### src/core/sspp_pkg.sv
// Package: shared constants and carriers for the serial slave port
package sspp_pkg;
  localparam int unsigned SSPP_BYTE_W     = 8;
  localparam int unsigned SSPP_SYNC_STAGE = 2;
  localparam int unsigned SSPP_CNT_W      = 3;
  localparam logic [2:0]  SSPP_CNT_LAST   = 3'h7;
  localparam logic [2:0]  SSPP_CNT_ZERO   = 3'h0;
  localparam logic [7:0]  SSPP_BYTE_ZERO  = 8'h00;
  localparam logic [1:0]  SSPP_SYNC_IDLE  = 2'h3;
  localparam logic [1:0]  SSPP_SYNC_LOW   = 2'h0;
  // Synchronised pin levels
  typedef struct packed {
    logic sel_n;
    logic sck;
    logic mosi;
  } sspp_pins_t;
  // Transfer state
  typedef enum logic [2:0] {
    SSPP_IDLE  = 3'b001,
    SSPP_SHIFT = 3'b010,
    SSPP_END   = 3'b100
  } sspp_state_t;
endpackage : sspp_pkg

### src/core/sspp_sync.sv
// Two-flop synchroniser for one pin
`timescale 1ns/1ps
module sspp_sync
  import sspp_pkg::*;
#(
  parameter logic RESET_VAL = 1'b1
) (
  input  wire logic mclk_i,
  input  wire logic srst_i,
  input  wire logic async_i,
  output logic      sync_o
);
  logic meta;
  // Stage one is read only by stage two
  always_ff @(posedge mclk_i) begin
    if (srst_i) begin
      meta   <= RESET_VAL;
      sync_o <= RESET_VAL;
    end else begin
      meta   <= async_i;
      sync_o <= meta;
    end
  end
endmodule : sspp_sync

### src/core/sspp_core.sv
// Serial slave port: mode 0 SPI slave, bytes in and out
//
// Function
// - Master-out is always an input, sampled most significant bit first.
// - Slave-out returns data most significant bit first, output only.
// - Slave-out floats whenever select is high.
// - Clock edges are ignored while select is high.
// - Select falling starts a transfer, rising ends it.
// - Synchronous write-only rate up to one quarter of system clock.
// - Bits shift only on master clock edges.
`timescale 1ns/1ps
module sspp_core
  import sspp_pkg::*;
#(
  parameter int unsigned BYTE_W = SSPP_BYTE_W
) (
  input  wire logic              mclk_i,
  input  wire logic              srst_i,
  input  wire logic              sel_n_i,
  input  wire logic              sck_i,
  input  wire logic              mosi_i,
  output logic                   miso_o,
  output logic                   miso_oe_o,
  output logic [BYTE_W-1:0]      rx_data_o,
  output logic                   rx_valid_o,
  input  wire logic [BYTE_W-1:0] tx_data_i,
  output logic                   tx_load_o,
  output logic                   frame_start_o,
  output logic                   frame_end_o,
  output logic                   busy_o
);
  // ---------------------------------------------------------------
  // Synchronisers
  // ---------------------------------------------------------------
  sspp_pins_t pins;
  logic       sel_sync;
  logic       sck_sync;
  logic       mosi_sync;
  sspp_sync #(.RESET_VAL(1'b1)) u_sel (
    .mclk_i (mclk_i), .srst_i (srst_i), .async_i (sel_n_i), .sync_o (sel_sync));
  sspp_sync #(.RESET_VAL(1'b0)) u_sck (
    .mclk_i (mclk_i), .srst_i (srst_i), .async_i (sck_i), .sync_o (sck_sync));
  sspp_sync #(.RESET_VAL(1'b0)) u_mosi (
    .mclk_i (mclk_i), .srst_i (srst_i), .async_i (mosi_i), .sync_o (mosi_sync));
  // One driver for the whole carrier, not one per field
  assign pins = '{sel_n: sel_sync, sck: sck_sync, mosi: mosi_sync};

  // ---------------------------------------------------------------
  // Edge detection
  // ---------------------------------------------------------------
  logic sel_d;
  logic sck_d;
  always_ff @(posedge mclk_i) begin
    if (srst_i) begin
      sel_d <= 1'b1;
      sck_d <= 1'b0;
    end else begin
      sel_d <= pins.sel_n;
      sck_d <= pins.sck;
    end
  end
  logic sel_fall;
  logic sel_rise;
  logic sck_rise;
  logic sck_fall;
  assign sel_fall = sel_d & ~pins.sel_n;
  assign sel_rise = ~sel_d & pins.sel_n;
  // Edges only count inside a frame
  // Two synchronised cycles per phase suffice, so quarter rate is met
  assign sck_rise = ~pins.sel_n & ~sck_d & pins.sck;
  assign sck_fall = ~pins.sel_n & sck_d & ~pins.sck;

  // ---------------------------------------------------------------
  // Frame state
  // ---------------------------------------------------------------
  // A select pulse shorter than the synchroniser, once sampled, is still seen as a frame
  sspp_state_t state;
  always_ff @(posedge mclk_i) begin
    if (srst_i) begin
      state <= SSPP_IDLE;
    end else begin
      case (state)
        SSPP_IDLE: begin
          if (sel_fall) begin
            state <= SSPP_SHIFT;
          end
        end
        SSPP_SHIFT: begin
          if (sel_rise) begin
            state <= SSPP_END;
          end
        end
        SSPP_END: begin
          state <= SSPP_IDLE;
        end
        default: begin
          state <= SSPP_IDLE;
        end
      endcase
    end
  end
  logic in_frame;
  assign in_frame = (state == SSPP_SHIFT) & ~pins.sel_n;

  // ---------------------------------------------------------------
  // Receive shifter
  // ---------------------------------------------------------------
  logic [BYTE_W-1:0]     rx_shift;
  logic [SSPP_CNT_W-1:0] bit_cnt;
  always_ff @(posedge mclk_i) begin
    if (srst_i) begin
      rx_shift   <= SSPP_BYTE_ZERO;
      bit_cnt    <= SSPP_CNT_ZERO;
      rx_data_o  <= SSPP_BYTE_ZERO;
      rx_valid_o <= 1'b0;
    end else begin
      rx_valid_o <= 1'b0;
      // Partial byte at frame end is dropped: count clears outside a frame
      if (state != SSPP_SHIFT) begin
        bit_cnt <= SSPP_CNT_ZERO;
      end else if (in_frame && sck_rise) begin
        // Sample on rising edge, first bit is the msb
        rx_shift <= {rx_shift[BYTE_W-2:0], pins.mosi};
        bit_cnt  <= bit_cnt + 3'h1;
        if (bit_cnt == SSPP_CNT_LAST) begin
          rx_data_o  <= {rx_shift[BYTE_W-2:0], pins.mosi};
          rx_valid_o <= 1'b1;
        end
      end
    end
  end

  // ---------------------------------------------------------------
  // Transmit shifter
  // ---------------------------------------------------------------
  // Mode 0 needs the msb out before the first rising edge, so a byte
  // loads at frame start and after each eighth rising edge.
  logic [BYTE_W-1:0] tx_shift;
  logic              reload;
  assign reload = in_frame && sck_rise && (bit_cnt == SSPP_CNT_LAST);
  always_ff @(posedge mclk_i) begin
    if (srst_i) begin
      tx_shift  <= SSPP_BYTE_ZERO;
      tx_load_o <= 1'b0;
    end else begin
      tx_load_o <= sel_fall | reload;
      // Loaded twice per start so a late tx_data_i still lands
      if (sel_fall || tx_load_o) begin
        tx_shift <= tx_data_i;
      end else if (in_frame && sck_fall && bit_cnt != SSPP_CNT_ZERO) begin
        tx_shift <= {tx_shift[BYTE_W-2:0], 1'b0};
      end
    end
  end

  // ---------------------------------------------------------------
  // Pin drivers and status
  // ---------------------------------------------------------------
  always_ff @(posedge mclk_i) begin
    if (srst_i) begin
      miso_o        <= 1'b0;
      miso_oe_o     <= 1'b0;
      frame_start_o <= 1'b0;
      frame_end_o   <= 1'b0;
      busy_o        <= 1'b0;
    end else begin
      // Registered pin costs a cycle, still well inside one clock phase
      miso_o        <= tx_shift[BYTE_W-1];
      miso_oe_o     <= in_frame;
      frame_start_o <= sel_fall;
      frame_end_o   <= sel_rise & (state == SSPP_SHIFT);
      busy_o        <= (state == SSPP_SHIFT);
    end
  end
endmodule : sspp_core

### config.mk
export PLATFORM = sky130hd
export DESIGN_NAME = sspp_core
export DESIGN_NICKNAME = d
export VERILOG_FILES = /design/src/core/sspp_pkg.sv /design/src/core/sspp_sync.sv /design/src/core/sspp_core.sv
export SDC_FILE = /design/constraint.sdc
export NUM_CORES = 1
export LEC_CHECK = 0
export ABC_AREA = 0
export BUFFER_PORTS_ARGS = -buffer_cell sky130_fd_sc_hd__buf_2
export CAP_MARGIN = 40
export CORE_ASPECT_RATIO = 2
export CORE_UTILIZATION = 58
export DETAILED_ROUTE_END_ITERATION = 7
export PLACE_DENSITY = 0.82
export SYNTH_ARGS = -nofsm -noshare
export SYNTH_HDL_FRONTEND = slang
export SYNTH_SLANG_ARGS = --single-unit
export TNS_END_PERCENT = 10
### constraint.sdc
create_clock -name mclk_i -period 3.2 [get_ports mclk_i]
set_input_delay 0.8 -clock mclk_i [delete_from_list [all_inputs] [get_ports mclk_i]]
set_output_delay 0.8 -clock mclk_i [all_outputs]
set_load 0.02 [all_outputs]
### Word-level counts from Yosys, hierarchy flattened

Index checks and enable logic that the tools add are counted.

| storage, ports and cells | value |
|---|---|
| bits in latches | 0 |
| logic and storage cells | 60 |
| memory bits (writable) | 0 |
| input port bits | 13 |
| bits in read-only memories | 0 |
| output and inout port bits | 15 |
| register bits after elaboration | 44 |
| memories kept | 0 |

| cells by class | value |
|---|---|
| eq/ne operators | 6 |
| shift-type cells | 0 |
| bitwise logic cells | 15 |
| mux-type cells | 6 |
| $mul | 0 |
| order comparisons | 0 |
| divide/modulo/power cells | 0 |
| $add $sub $neg | 1 |
| reduce and logical (&&, ||, !) cells | 12 |

Operators by type and width:

| cell | number |
|---|---|
| two-way mux 8 bit | 2 |
| AND 1 bit | 8 |
| two-way mux 3 bit | 2 |
| inverter 1 bit | 6 |
| one-hot mux 3 bit (2 select lines) | 1 |
| logical AND 1 bit | 4 |
| inequality test 2 bit (second input constant) | 2 |
| AND reduction 2 bit | 2 |
| adder 3 x 1 -> 3 bit (second input constant) | 1 |
| == test 3 x 1 -> 1 bit (second input constant) | 1 |
| == test 3 x 2 -> 1 bit (second input constant) | 1 |
| == test 3 bit (second input constant) | 1 |
| inequality test 3 x 2 -> 1 bit (second input constant) | 1 |
| AND reduction 3 bit | 1 |
| nonzero test 3 bit | 1 |
| OR reduction 3 bit | 1 |
| nonzero test 2 bit | 1 |
| OR reduction 2 bit | 1 |
| logical OR 1 bit | 1 |
| two-way mux 1 bit | 1 |
| OR 1 bit | 1 |

### Longest topological paths before layout

Gate-level depths: netlist of the first run.

| depth | value |
|---|---|
| depth in word-level cells | 7 |
| depth in mapped cells | 7 |
| depth with buffers taken out | 6 |

### Cells and area by module

A second synthesis of the first run with hierarchy kept.

| second synthesis, totals | value |
|---|---|
| cell total of the unflattened synthesis | 150 |
| area, all modules | 1601.5 µm² |

Modules (own cells, without submodules):

| module | cells an instance | instances | area an instance (µm²) | seq. area each (µm²) |
|---|---|---|---|---|
| sspp_core | 138 | 1 | 1443.9 | 760.7 |
| sspp_sync | 4 | 3 | 52.6 | 40.0 |

### Least setup slack after synthesis of the first run

No wires, ideal clock.

| timing | value |
|---|---|
| path type | input-to-reg |
| start point | input srst_i |
| end point | register u_sel.meta |
| library setup time | 0.123 ns |
| path buffers | 2 |
| data required time | 3.077 ns |
| path slack | 1.622 ns |
| arrival | 1.455 ns |
| stages on the path | 3 |
| cells stage by stage | clkbuf_1 clkbuf_1 or2_2 |

RTL lines:

| element | line | source |
|---|---|---|
| start: declaration | sspp_core.sv:18 | `input wire logic srst_i,` |
| end signal: assignment | sspp_sync.sv:20 | `meta <= async_i;` |
| end: declaration | sspp_sync.sv:13 | `logic meta;` |

No word-level cell between the ends.

### Worst setup path in the final report of the first run

| timing | value |
|---|---|
| start point | register state[2] |
| end point | register rx_data_o[0] |

| on the way | value |
|---|---|
| longest elaborated chain between the ends | 4 |
| elaborated cells between the ends (all ways) | 6 |
| those cells by class | eq/ne (2); bitwise (2); reduce/logical (2) |

RTL lines:

| element | line | source |
|---|---|---|
| start: declaration | sspp_core.sv:77 | `sspp_state_t state;` |
| start signal: assignment | sspp_core.sv:80 | `state <= SSPP_IDLE;` |
| start signal: assignment | sspp_core.sv:85 | `state <= SSPP_SHIFT;` |
| start signal: assignment | sspp_core.sv:90 | `state <= SSPP_END;` |
| == test 3 x 2 -> 1 bit | sspp_core.sv:103 | `assign in_frame = (state == SSPP_SHIFT) & ~pins.sel_n;` |
| AND 1 bit | sspp_core.sv:103 |  |
| logical AND 1 bit | sspp_core.sv:121 | `end else if (in_frame && sck_rise) begin` |
| AND reduction 3 bit (no line) * | n/a |  |
| end signal: assignment | sspp_core.sv:126 | `rx_data_o <= {rx_shift[BYTE_W-2:0], pins.mosi};` |
| end: declaration | sspp_core.sv:24 | `output logic [BYTE_W-1:0] rx_data_o,` |

Mark *: on every way between the ends. The rest lies on a longest branch, timed or not.
A chain may end at the register's enable or synchronous reset.

==> results.cfg, run 1 <==
[die]
floorplan.die_area_um2 = 2995
floorplan.io_pins = 28
start_util = 0.6168
die_width_um = 39.20
std_cell_rows = 26
core_area_um2 = 2603
die_height_um = 76.40

[placement]
gpl.final_weighted_congestion = 0.7069
number_of_buffer_cells_added_on_primary_ports = 27
detailedPlacementHpwl_mm = 1.745
placed_area_um2 = 1718

[drt]
drt-pass1-iter-count = 4
drc_errors = 0
drt-total-wl_mm = 2.470
drtAntennaViolNets = 0
drt_first_iter_violations = 13
wl_per_cell_um = 12.11
via_per_inst = 5.333
detailroute.via_count = 1088

[cells_and_area]
area.growth.synth_to_final_pct = 15.04
nets = 192
final_util = 0.7096
post_route_cells_drive_above_1_share = 0.2216
finish.instance_area_um2 = 1847
antennaDiodeCount = 0

[status]
run_status = finished clean

[yosys]
ys_warn_count = 0
post_synthesis_register_bit_count = 44
postSynthAreaPerCell_um2 = 10.63
yosys-top-cells-area = dfxtp_1, mux2i_1, nor2_1
yosysTopAreaCell = dfxtp_1
synthesis.nets = 167
synth.cell_area_um2 = 1605
yosys.area.top_type_share = 0.5487
postSynthCellCount = 151
synthDistinctLibCells = 27
ys_seq_area_frac = 0.5487

[setup_path]
startpoint_class_of_the_critical_path = register
critical_path_depth = 4
timing.critical_path.arrival_ns = 1.96
critical_path_s_top_delay_family = simple AND/OR/NAND/NOR gates
reg2reg_to = rx_data_o[0]
critical_path_s_slowest_cell = nand4b_1
crit_type = register to register
r2r-start = state[2]
crit_path_cell_trace = nor4b_4 -> nand4b_1 -> mux2i_1 -> nor2_1
path_max_fanout = 10
setup.worst_path.start = state[2]
path_buf_inv = 0
worstRegToRegCells = 4
timing.reg2reg.setup_slack_ns = 1.40
worst-endpoint-required_ns = 3.36
crit_path_max_incr_delay_ns = 0.56
worst_setup_path_endpoint = rx_data_o[0]
worst_setup_path_end_kind = register

[clocking]
clock_latency_ns = 0.29
clkTransAtPathRegs_ns = 0.08
post_cts.resized_instances = 0
clock_root_buffer_master = clkbuf_8
clock_sinks = 44
cts-hold-fix-buffers = 0
clockBufferDepth = 2
cts_made_buffers = 5
cts_tree = yes
cts.htree.levels = 2
postCtsSetupBuffers = 0

[power]
power.ir.vdd_worst_mv = 0.4725
p_int_uw = 884.4
pwr-share-clk = 0.443
power.density_nw_per_um2 = 587.6
p_sw_uw = 200.7
totalPowerFinal_mw = 1.085
sw_frac_of_total = 0.1850
p_comb_frac = 0.034
total_leakage_power_nw = 0.9446
p_seq_frac = 0.522

[min_path]
min-delay-path-class = register to register
min_from = u_sel.meta

[timing]
fin_hold_ws_ns = 0.4145
max_freq_mhz = 554.9
tightestPinTransition_ns = 0.6413
unrepaired_setup_endpoints_after_global_routing = false
timing.final.hold_violations = 0
fin_skew_ns = 0.005545
timing.max_slew.rel_slack = 0.5702
final_cycle_utilization_of_the_critical_path = 0.5631
fin_setup_tns_ns = 0
timing.final.setup_violations = 0
fin_crit_ns = 1.802
slew_violations = 0

[global_routing]
grt_start_max_net_pins = 38
antenna_found_initial = 0
grt_first_pass_wirelength_mm = 4.112
grt.total_usage = 0.1925
global_route.overflow_total = 0
grt_pass1_vias = 1002

[run]
max_cap_viol_count = 0
[Yosys cell counts (all sizes together)]
library cell,n
nor4,2
nor3,2
nor2b,8
xnor2,1
buf,5
a211oi,7
nand4b,2
nand3b,1
dfxtp,44
a21oi,3
o21ai,1
or2,3
mux2i,24
nand2,2
inv,4
nor3b,1
ha,3
nor2,28
nand3,1
nor4b,1
clkbuf,4
nand2b,4
[sequential cells by signal, summed over array words and instances (netlist names), 3 cells and up]
signal / flops
bit_cnt: 3
rx_data_o: 8
rx_shift: 7
state: 3
tx_shift: 8
[power by group through the flow]
stage	Sequential (mW)	Combinational [mW]	Clock (mW)
after CTS	0.567	0.0378	0.492
after detailed placement	0.580	0.0375	0
after floorplan	0.579	0.0279	0
final	0.567	0.0374	0.481
after global routing	0.568	0.0413	0.514
after global placement	0.579	0.0360	0
[cells by family (layout without fill, tap and decap cells)]
kind of cell	after synthesis	after routing	share of synthesized area
compound gates	11	11	0.04520
xor+xnor	1	1	0.005457
fa+ha+maj	3	3	0.02339
buf+inv	13	38	0.04519
flops	44	44	0.5487
mux	24	24	0.1496
simple gates	55	55	0.1824
[how the worst min path moves through the flow]
stage / endpoint / depth (start not counted)
2_1_floorplan: u_sel.sync_o / 1
3_3_place_gp: u_sel.sync_o / 1
3_5_place_dp: u_sel.sync_o / 1
4_1_cts: u_sel.sync_o / 1
5_1_grt: u_sel.sync_o / 1
6_report: u_sel.sync_o / 1
[placed cells by master (no fill, tap or decap)]
cell type  netlist  routed
clkbuf_8         0       5
or2_2            3       3
nand3b_1         1       1
mux2i_1         24      24
nor2b_2          1       1
a211oi_1         7       7
nand2_1          2       2
nor3b_1          1       1
xnor2_1          1       1
nor4_1           2       2
nand4b_1         2       2
nor2b_1          7       7
a21oi_1          3       3
nand3_1          1       1
buf_2            1      27
nand2b_1         4       4
ha_1             3       3
bufinv_16        0       2
nor4b_4          1       1
inv_1            4       4
o21ai_0          1       1
nor3_1           2       2
dfxtp_1         44      44
nor2_1          28      28
[final cells by class]
| type | instances | area (µm²) |
|---|---|---|
| clock inverters | 2 | 60.06 |
| flip-flops and latches | 44 | 880.8 |
| repair buffers | 27 | 135.1 |
| clock buffers | 5 | 68.82 |
| inverters | 4 | 15.01 |
| multi-input cells | 94 | 651.9 |
| fillers | 205 | 755.7 |
| well taps | 28 | 35.03 |
[per-stage QoR]
step	cells	setup slack, ns
after floorplan	151	1.622
after global placement	197	1.437
after detailed placement	197	1.353
after CTS	204	1.340
after global routing	204	1.247
final	204	1.398
[metal layers]
| metal | track usage | part of all wire | up-vias |
|---|---|---|---|
| li1 | - | - | 552 |
| met1 | 0.2053 | 0.41 | 508 |
| met2 | 0.3167 | 0.54 | 22 |
| met3 | 0.06122 | 0.028 | 6 |
| met4 | 0.09655 | 0.023 | 0 |
| met5 | 0 | 0 | - |
[worst reg2reg max path, cell delays in order, from the launching register on]
cell and delay [ns]:
dfxtp_1 0.38, nor4b_4 0.31, nand4b_1 0.56, mux2i_1 0.37
nor2_1 0.06
No activity file was read; power rests on OpenSTA's default activity.
==> run 2, diff against run 1 <==
--- a/config.mk
+++ b/config.mk
@@ -9,9 +9,9 @@
 export BUFFER_PORTS_ARGS = -buffer_cell sky130_fd_sc_hd__buf_2
 export CAP_MARGIN = 40
 export CORE_ASPECT_RATIO = 2
-export CORE_UTILIZATION = 58
+export CORE_UTILIZATION = 48
 export DETAILED_ROUTE_END_ITERATION = 7
-export PLACE_DENSITY = 0.82
+export PLACE_DENSITY = 0.73
 export SYNTH_ARGS = -nofsm -noshare
 export SYNTH_HDL_FRONTEND = slang
 export SYNTH_SLANG_ARGS = --single-unit
==> constraint.sdc (replaced) <==
create_clock -name mclk_i -period 1.5 [get_ports mclk_i]
set_input_delay 0.375 -clock mclk_i [delete_from_list [all_inputs] [get_ports mclk_i]]
set_output_delay 0.375 -clock mclk_i [all_outputs]
set_load 0.02 [all_outputs]
==> run 2 against run 1 <==
Clock skew decreased by 0.0018 ns. Register-to-register slack got worse by 1.3 ns. Hold slack got worse by 0.15 ns. First-iteration DRC count decreased by 7.7%. Critical endpoint is now tx_shift[4]. Largest cell class unchanged. Largest power group unchanged.
==> results.cfg, run 2 (synthesized netlist as in run 1, its figures left out) <==
[clocking]
cts.htree.levels = 2
postCtsSetupBuffers = 0
cts_tree = yes
clock_root_buffer_master = clkbuf_8
clock_sinks = 44
clkTransAtPathRegs_ns = 0.08
clockBufferDepth = 2
clock_latency_ns = 0.29
cts_made_buffers = 5

[die]
floorplan.die_area_um2 = 3594
floorplan.io_pins = 28
die_height_um = 83.79
die_width_um = 42.89
start_util = 0.5027
std_cell_rows = 29
core_area_um2 = 3193

[setup_path]
worst-endpoint-required_ns = 1.70
path_max_fanout = 8
crit_path_max_incr_delay_ns = 0.34
critical_path_s_slowest_cell = dfxtp_2
worst_setup_path_end_kind = register
r2r-start = state[2]
crit_type = register to register
timing.critical_path.arrival_ns = 1.60
crit_path_cell_trace = nor4b_4 -> nand4b_1 -> buf_6 -> mux2i_1 -> a211oi_1
setup.worst_path.start = state[2]
startpoint_class_of_the_critical_path = register

[timing]
max_freq_mhz = 717.0
timing.max_slew.rel_slack = 0.8031
timing.final.hold_violations = 0
timing.final.setup_violations = 0
fin_crit_ns = 1.395
final_cycle_utilization_of_the_critical_path = 0.9298
tightestPinTransition_ns = 0.2947
slew_violations = 0
fin_skew_ns = 0.003763
unrepaired_setup_endpoints_after_global_routing = true
fin_setup_tns_ns = 0

[cells_and_area]
instances_no_fill = 215
leading_cell_type_in_the_layout_fill_and_taps_excluded = dfxtp_1
biggestRegsByFlops = rx_data_o x8, tx_shift x8, rx_shift x7
final_cell_mix = dfxtp_1, nor2_1, buf_2
post_route_cells_drive_above_1_share = 0.2826
antennaDiodeCount = 0
nets = 199
area.growth.synth_to_final_pct = 17.85

[drt]
via_per_inst = 5.209
drt-pass1-iter-count = 5
drc_errors = 0
drt_first_iter_violations = 12
drt-total-wl_mm = 2.629
detailroute.via_count = 1120
wl_per_cell_um = 12.23
drtAntennaViolNets = 0

[global_routing]
antenna_found_initial = 0
grt_first_pass_wirelength_mm = 4.478
grt.total_usage = 0.1634
grt_pass1_vias = 1126
grt_start_max_net_pins = 18
global_route.overflow_total = 0

[status]
run_status = finished clean

[min_path]
min-delay-path-class = input port to register
min_from = sel_n_i

[placement]
detailedPlacementHpwl_mm = 2.004
number_of_buffer_cells_added_on_primary_ports = 27
dpl.cell_count = 207
gpl.final_weighted_congestion = 0.8073

[power]
power.ir.vdd_worst_mv = 0.7453
total_leakage_power_nw = 0.9711
power.density_nw_per_um2 = 1060

[run]
max_cap_viol_count = 0
[run 2: per-layer routing]
| metal | up-vias | track usage | wire length, µm |
|---|---|---|---|
| met3 | 5 | 0.03896 | 87 |
| met5 | - | 0 | 0 |
| met2 | 23 | 0.3140 | 1484 |
| li1 | 568 | - | - |
| met4 | 0 | 0.07670 | 53 |
| met1 | 524 | 0.1471 | 1003 |
[run 2: timing repair]
action / in CTS / in global routing
resized for setup: 0 / 6
endpoints found under the setup margin: 0 / 14
hold buffers: 0 / 0
[run 2: worst paths after layout]
kind                                endpoint  slack (ns)  cells after the start
worst max-delay path             tx_shift[4]        0.11                      5
worst min-delay path              u_sel.meta        0.27                      2
worst max register to register   tx_shift[4]        0.11                      5
worst min register to register  u_sel.sync_o        0.42                      1
[run 2: cell type report]
cell class / count / area [µm²]
Clock buffer: 5 / 68.82
Clock inverter: 3 / 18.77
Fill cell: 287 / 1301
Inverter: 4 / 15.01
Multi-Input combinational cell: 94 / 661.9
Sequential cell: 44 / 884.6
Tap cell: 31 / 38.79
Timing Repair Buffer: 34 / 203.9
[run 2: worst max-delay path: cells and delay by family (launching register included)]
family                 cells  cell delay (ns)
multiplexers               1             0.12
AO/OA/AOI/OAI              1             0.21
AND/OR/NAND/NOR            2             0.47
buffers and inverters      1             0.17
flip-flops                 1             0.34
[run 2: stage by stage]
stage	setup WS [ns]	hold WS (ns)	utilization	power [mW]	cell area, µm²
3_5_place_dp	0.04259	0.4021	0.5596	1.323	1787
4_1_cts	0.01564	0.2603	0.5870	2.034	1874
2_1_floorplan	0.1760	0.3895	-	1.296	1605
5_1_grt	-0.005329	0.2637	0.5925	2.085	1892
6_report	0.1053	0.2663	0.5925	2.006	1892
3_3_place_gp	0.1123	0.3952	0.5596	1.320	1787
[run 2: power breakdown]
part	internal [mW]	switching, mW
combinational	0.0438	0.0454
sequential	1.19	0.0144
clock	0.324	0.383
==> run 3, diff against run 2 <==
--- a/config.mk
+++ b/config.mk
@@ -11,7 +11,9 @@
 export CORE_ASPECT_RATIO = 2
 export CORE_UTILIZATION = 48
 export DETAILED_ROUTE_END_ITERATION = 7
+export GPL_TIMING_DRIVEN = 1
 export PLACE_DENSITY = 0.73
+export SETUP_SLACK_MARGIN = 0.2
 export SYNTH_ARGS = -nofsm -noshare
 export SYNTH_HDL_FRONTEND = slang
 export SYNTH_SLANG_ARGS = --single-unit
==> run 3 against run 2 <==
Combinational power hardly changed. Sequential power about the same. Utilization is 2.8 points higher. Non-clock buffer count is 4 higher. Setup slack worse by 0.043 ns. Register-to-register slack got worse by 0.04 ns. Power increased by 9.8%. Via count unchanged. Clock skew increased by 0.0053 ns.
==> results.cfg, run 3 (synthesized netlist as in run 1, its figures left out) <==
[global_routing]
global_route.overflow_total = 0
grt_first_pass_wirelength_mm = 4.409
antenna_found_initial = 0
grt.total_usage = 0.1634
grt_pass1_vias = 1093
grt_start_max_net_pins = 18

[die]
core_area_um2 = 3193
floorplan.die_area_um2 = 3594
std_cell_rows = 29
die_width_um = 42.89
floorplan.io_pins = 28
start_util = 0.5027
die_height_um = 83.79

[cells_and_area]
final_cell_mix = dfxtp_1, nor2_1, buf_2
antennaDiodeCount = 0
biggestRegsByFlops = rx_data_o x8, tx_shift x8, rx_shift x7
post_route_cells_drive_above_1_share = 0.3138
nets = 203
n_fill_cell = 275
instances_no_fill = 219
area.growth.synth_to_final_pct = 23.38
leading_cell_type_in_the_layout_fill_and_taps_excluded = dfxtp_1

[timing]
max_freq_mhz = 695.4
timing.final.setup_violations = 0
timing.final.hold_violations = 0
unrepaired_setup_endpoints_after_global_routing = true
fin_skew_ns = 0.009092
slew_violations = 0
final_cycle_utilization_of_the_critical_path = 0.9587
timing.max_slew.rel_slack = 0.8050
tightestPinTransition_ns = 0.2919
fin_crit_ns = 1.438
timing.final.ws_setup_ns = 0.06195

[drt]
drtAntennaViolNets = 0
wl_per_cell_um = 12.77
drc_errors = 0
drt_first_iter_violations = 18
drt-pass1-iter-count = 4
drt-total-wl_mm = 2.797
detailroute.via_count = 1120
via_per_inst = 5.114

[power]
total_leakage_power_nw = 1.011
power.density_nw_per_um2 = 1112
power.ir.vdd_worst_mv = 1.292

[min_path]
min-delay-path-class = input port to register

[placement]
number_of_buffer_cells_added_on_primary_ports = 27
dpl.cell_count = 207
dpl_worst_slack_ns = 0.05917
gpl.final_weighted_congestion = 0.7939
detailedPlacementHpwl_mm = 2.017

[setup_path]
worst-endpoint-required_ns = 1.69
worst_setup_path_end_kind = register
crit_path_cell_trace = nor4b_4 -> nand4b_1 -> buf_6 -> buf_12 -> mux2i_1 -> nor2_1
path_max_fanout = 5
crit_path_max_incr_delay_ns = 0.35
timing.critical_path.arrival_ns = 1.63
critical_path_s_slowest_cell = dfxtp_2
startpoint_class_of_the_critical_path = register
crit_type = register to register

[clocking]
clock_latency_ns = 0.30
cts.htree.levels = 2
clockBufferDepth = 2
clkTransAtPathRegs_ns = 0.08
cts_tree = yes
cts_made_buffers = 5
clock_root_buffer_master = clkbuf_8
clock_sinks = 44

[run]
max_cap_viol_count = 0

[status]
run_status = finished clean
run 3: final timing paths:
| path | from | to | slack, ns | depth (start not counted) |
|---|---|---|---|---|
| max | state[0] | rx_data_o[6] | 0.06 | 6 |
| min | sel_n_i | u_sel.meta | 0.26 | 2 |
| max reg2reg | state[0] | rx_data_o[6] | 0.06 | 6 |
| min reg2reg | u_sel.meta | u_sel.sync_o | 0.42 | 1 |
run 3: where the power goes:
| group | internal [mW] | leakage (nW) | switching, mW | total, mW |
|---|---|---|---|---|
| logic | 0.0431 | 0.597 | 0.0459 | 0.0891 |
| registers | 1.19 | 0.359 | 0.0145 | 1.21 |
| clock network | 0.501 | 0.0548 | 0.402 | 0.903 |
run 3: metrics by stage:
| step | hold slack [ns] | setup TNS, ns | total power [mW] | cell area, µm² | util |
|---|---|---|---|---|---|
| after CTS | 0.2455 | 0 | 2.234 | 1917 | 0.6003 |
| final | 0.2571 | 0 | 2.202 | 1981 | 0.6203 |
| after floorplan | 0.3895 | 0 | 1.296 | 1608 | - |
| after global routing | 0.2465 | -0.1473 | 2.290 | 1981 | 0.6203 |
| after global placement | 0.3955 | 0 | 1.320 | 1787 | 0.5596 |
| after detailed placement | 0.3969 | 0 | 1.325 | 1787 | 0.5596 |
run 3: critical path: cells and delay by family, from the launching register on:
family                 cells  cell delay, ns
buffers and inverters      2            0.29
DFF                        1            0.35
and+or+nand+nor            3            0.56
muxes                      1            0.14
run 3: area by class of cell:
cell class	instances	area, µm²	share of cell area
timing repair buffer	38	259.0	0.1308
multi-input combinational	94	666.9	0.3367
sequential	44	885.9	0.4473
tap	31	38.79	0.01958
clock buffer	5	68.82	0.03474
clock inverter	3	46.29	0.02337
inverter	4	15.01	0.007581
run 3: what timing repair did:
| item | CTS | global route |
|---|---|---|
| gates resized for setup | 4 | 7 |
| gates cloned | 0 | 1 |
| hold buffers | 0 | 0 |
| endpoints found under the setup margin | 24 | 28 |
| pin swaps | 5 | 4 |
| setup buffers | 1 | 2 |
run 3: per-layer routing:
| metal | global-route usage | routed length (µm) | vias to the layer above |
|---|---|---|---|
| li1 | - | - | 575 |
| met3 | 0.04545 | 99 | 7 |
| met2 | 0.2948 | 1552 | 24 |
| met5 | 0 | 0 | - |
| met1 | 0.1542 | 1066 | 514 |
| met4 | 0.09375 | 78 | 0 |
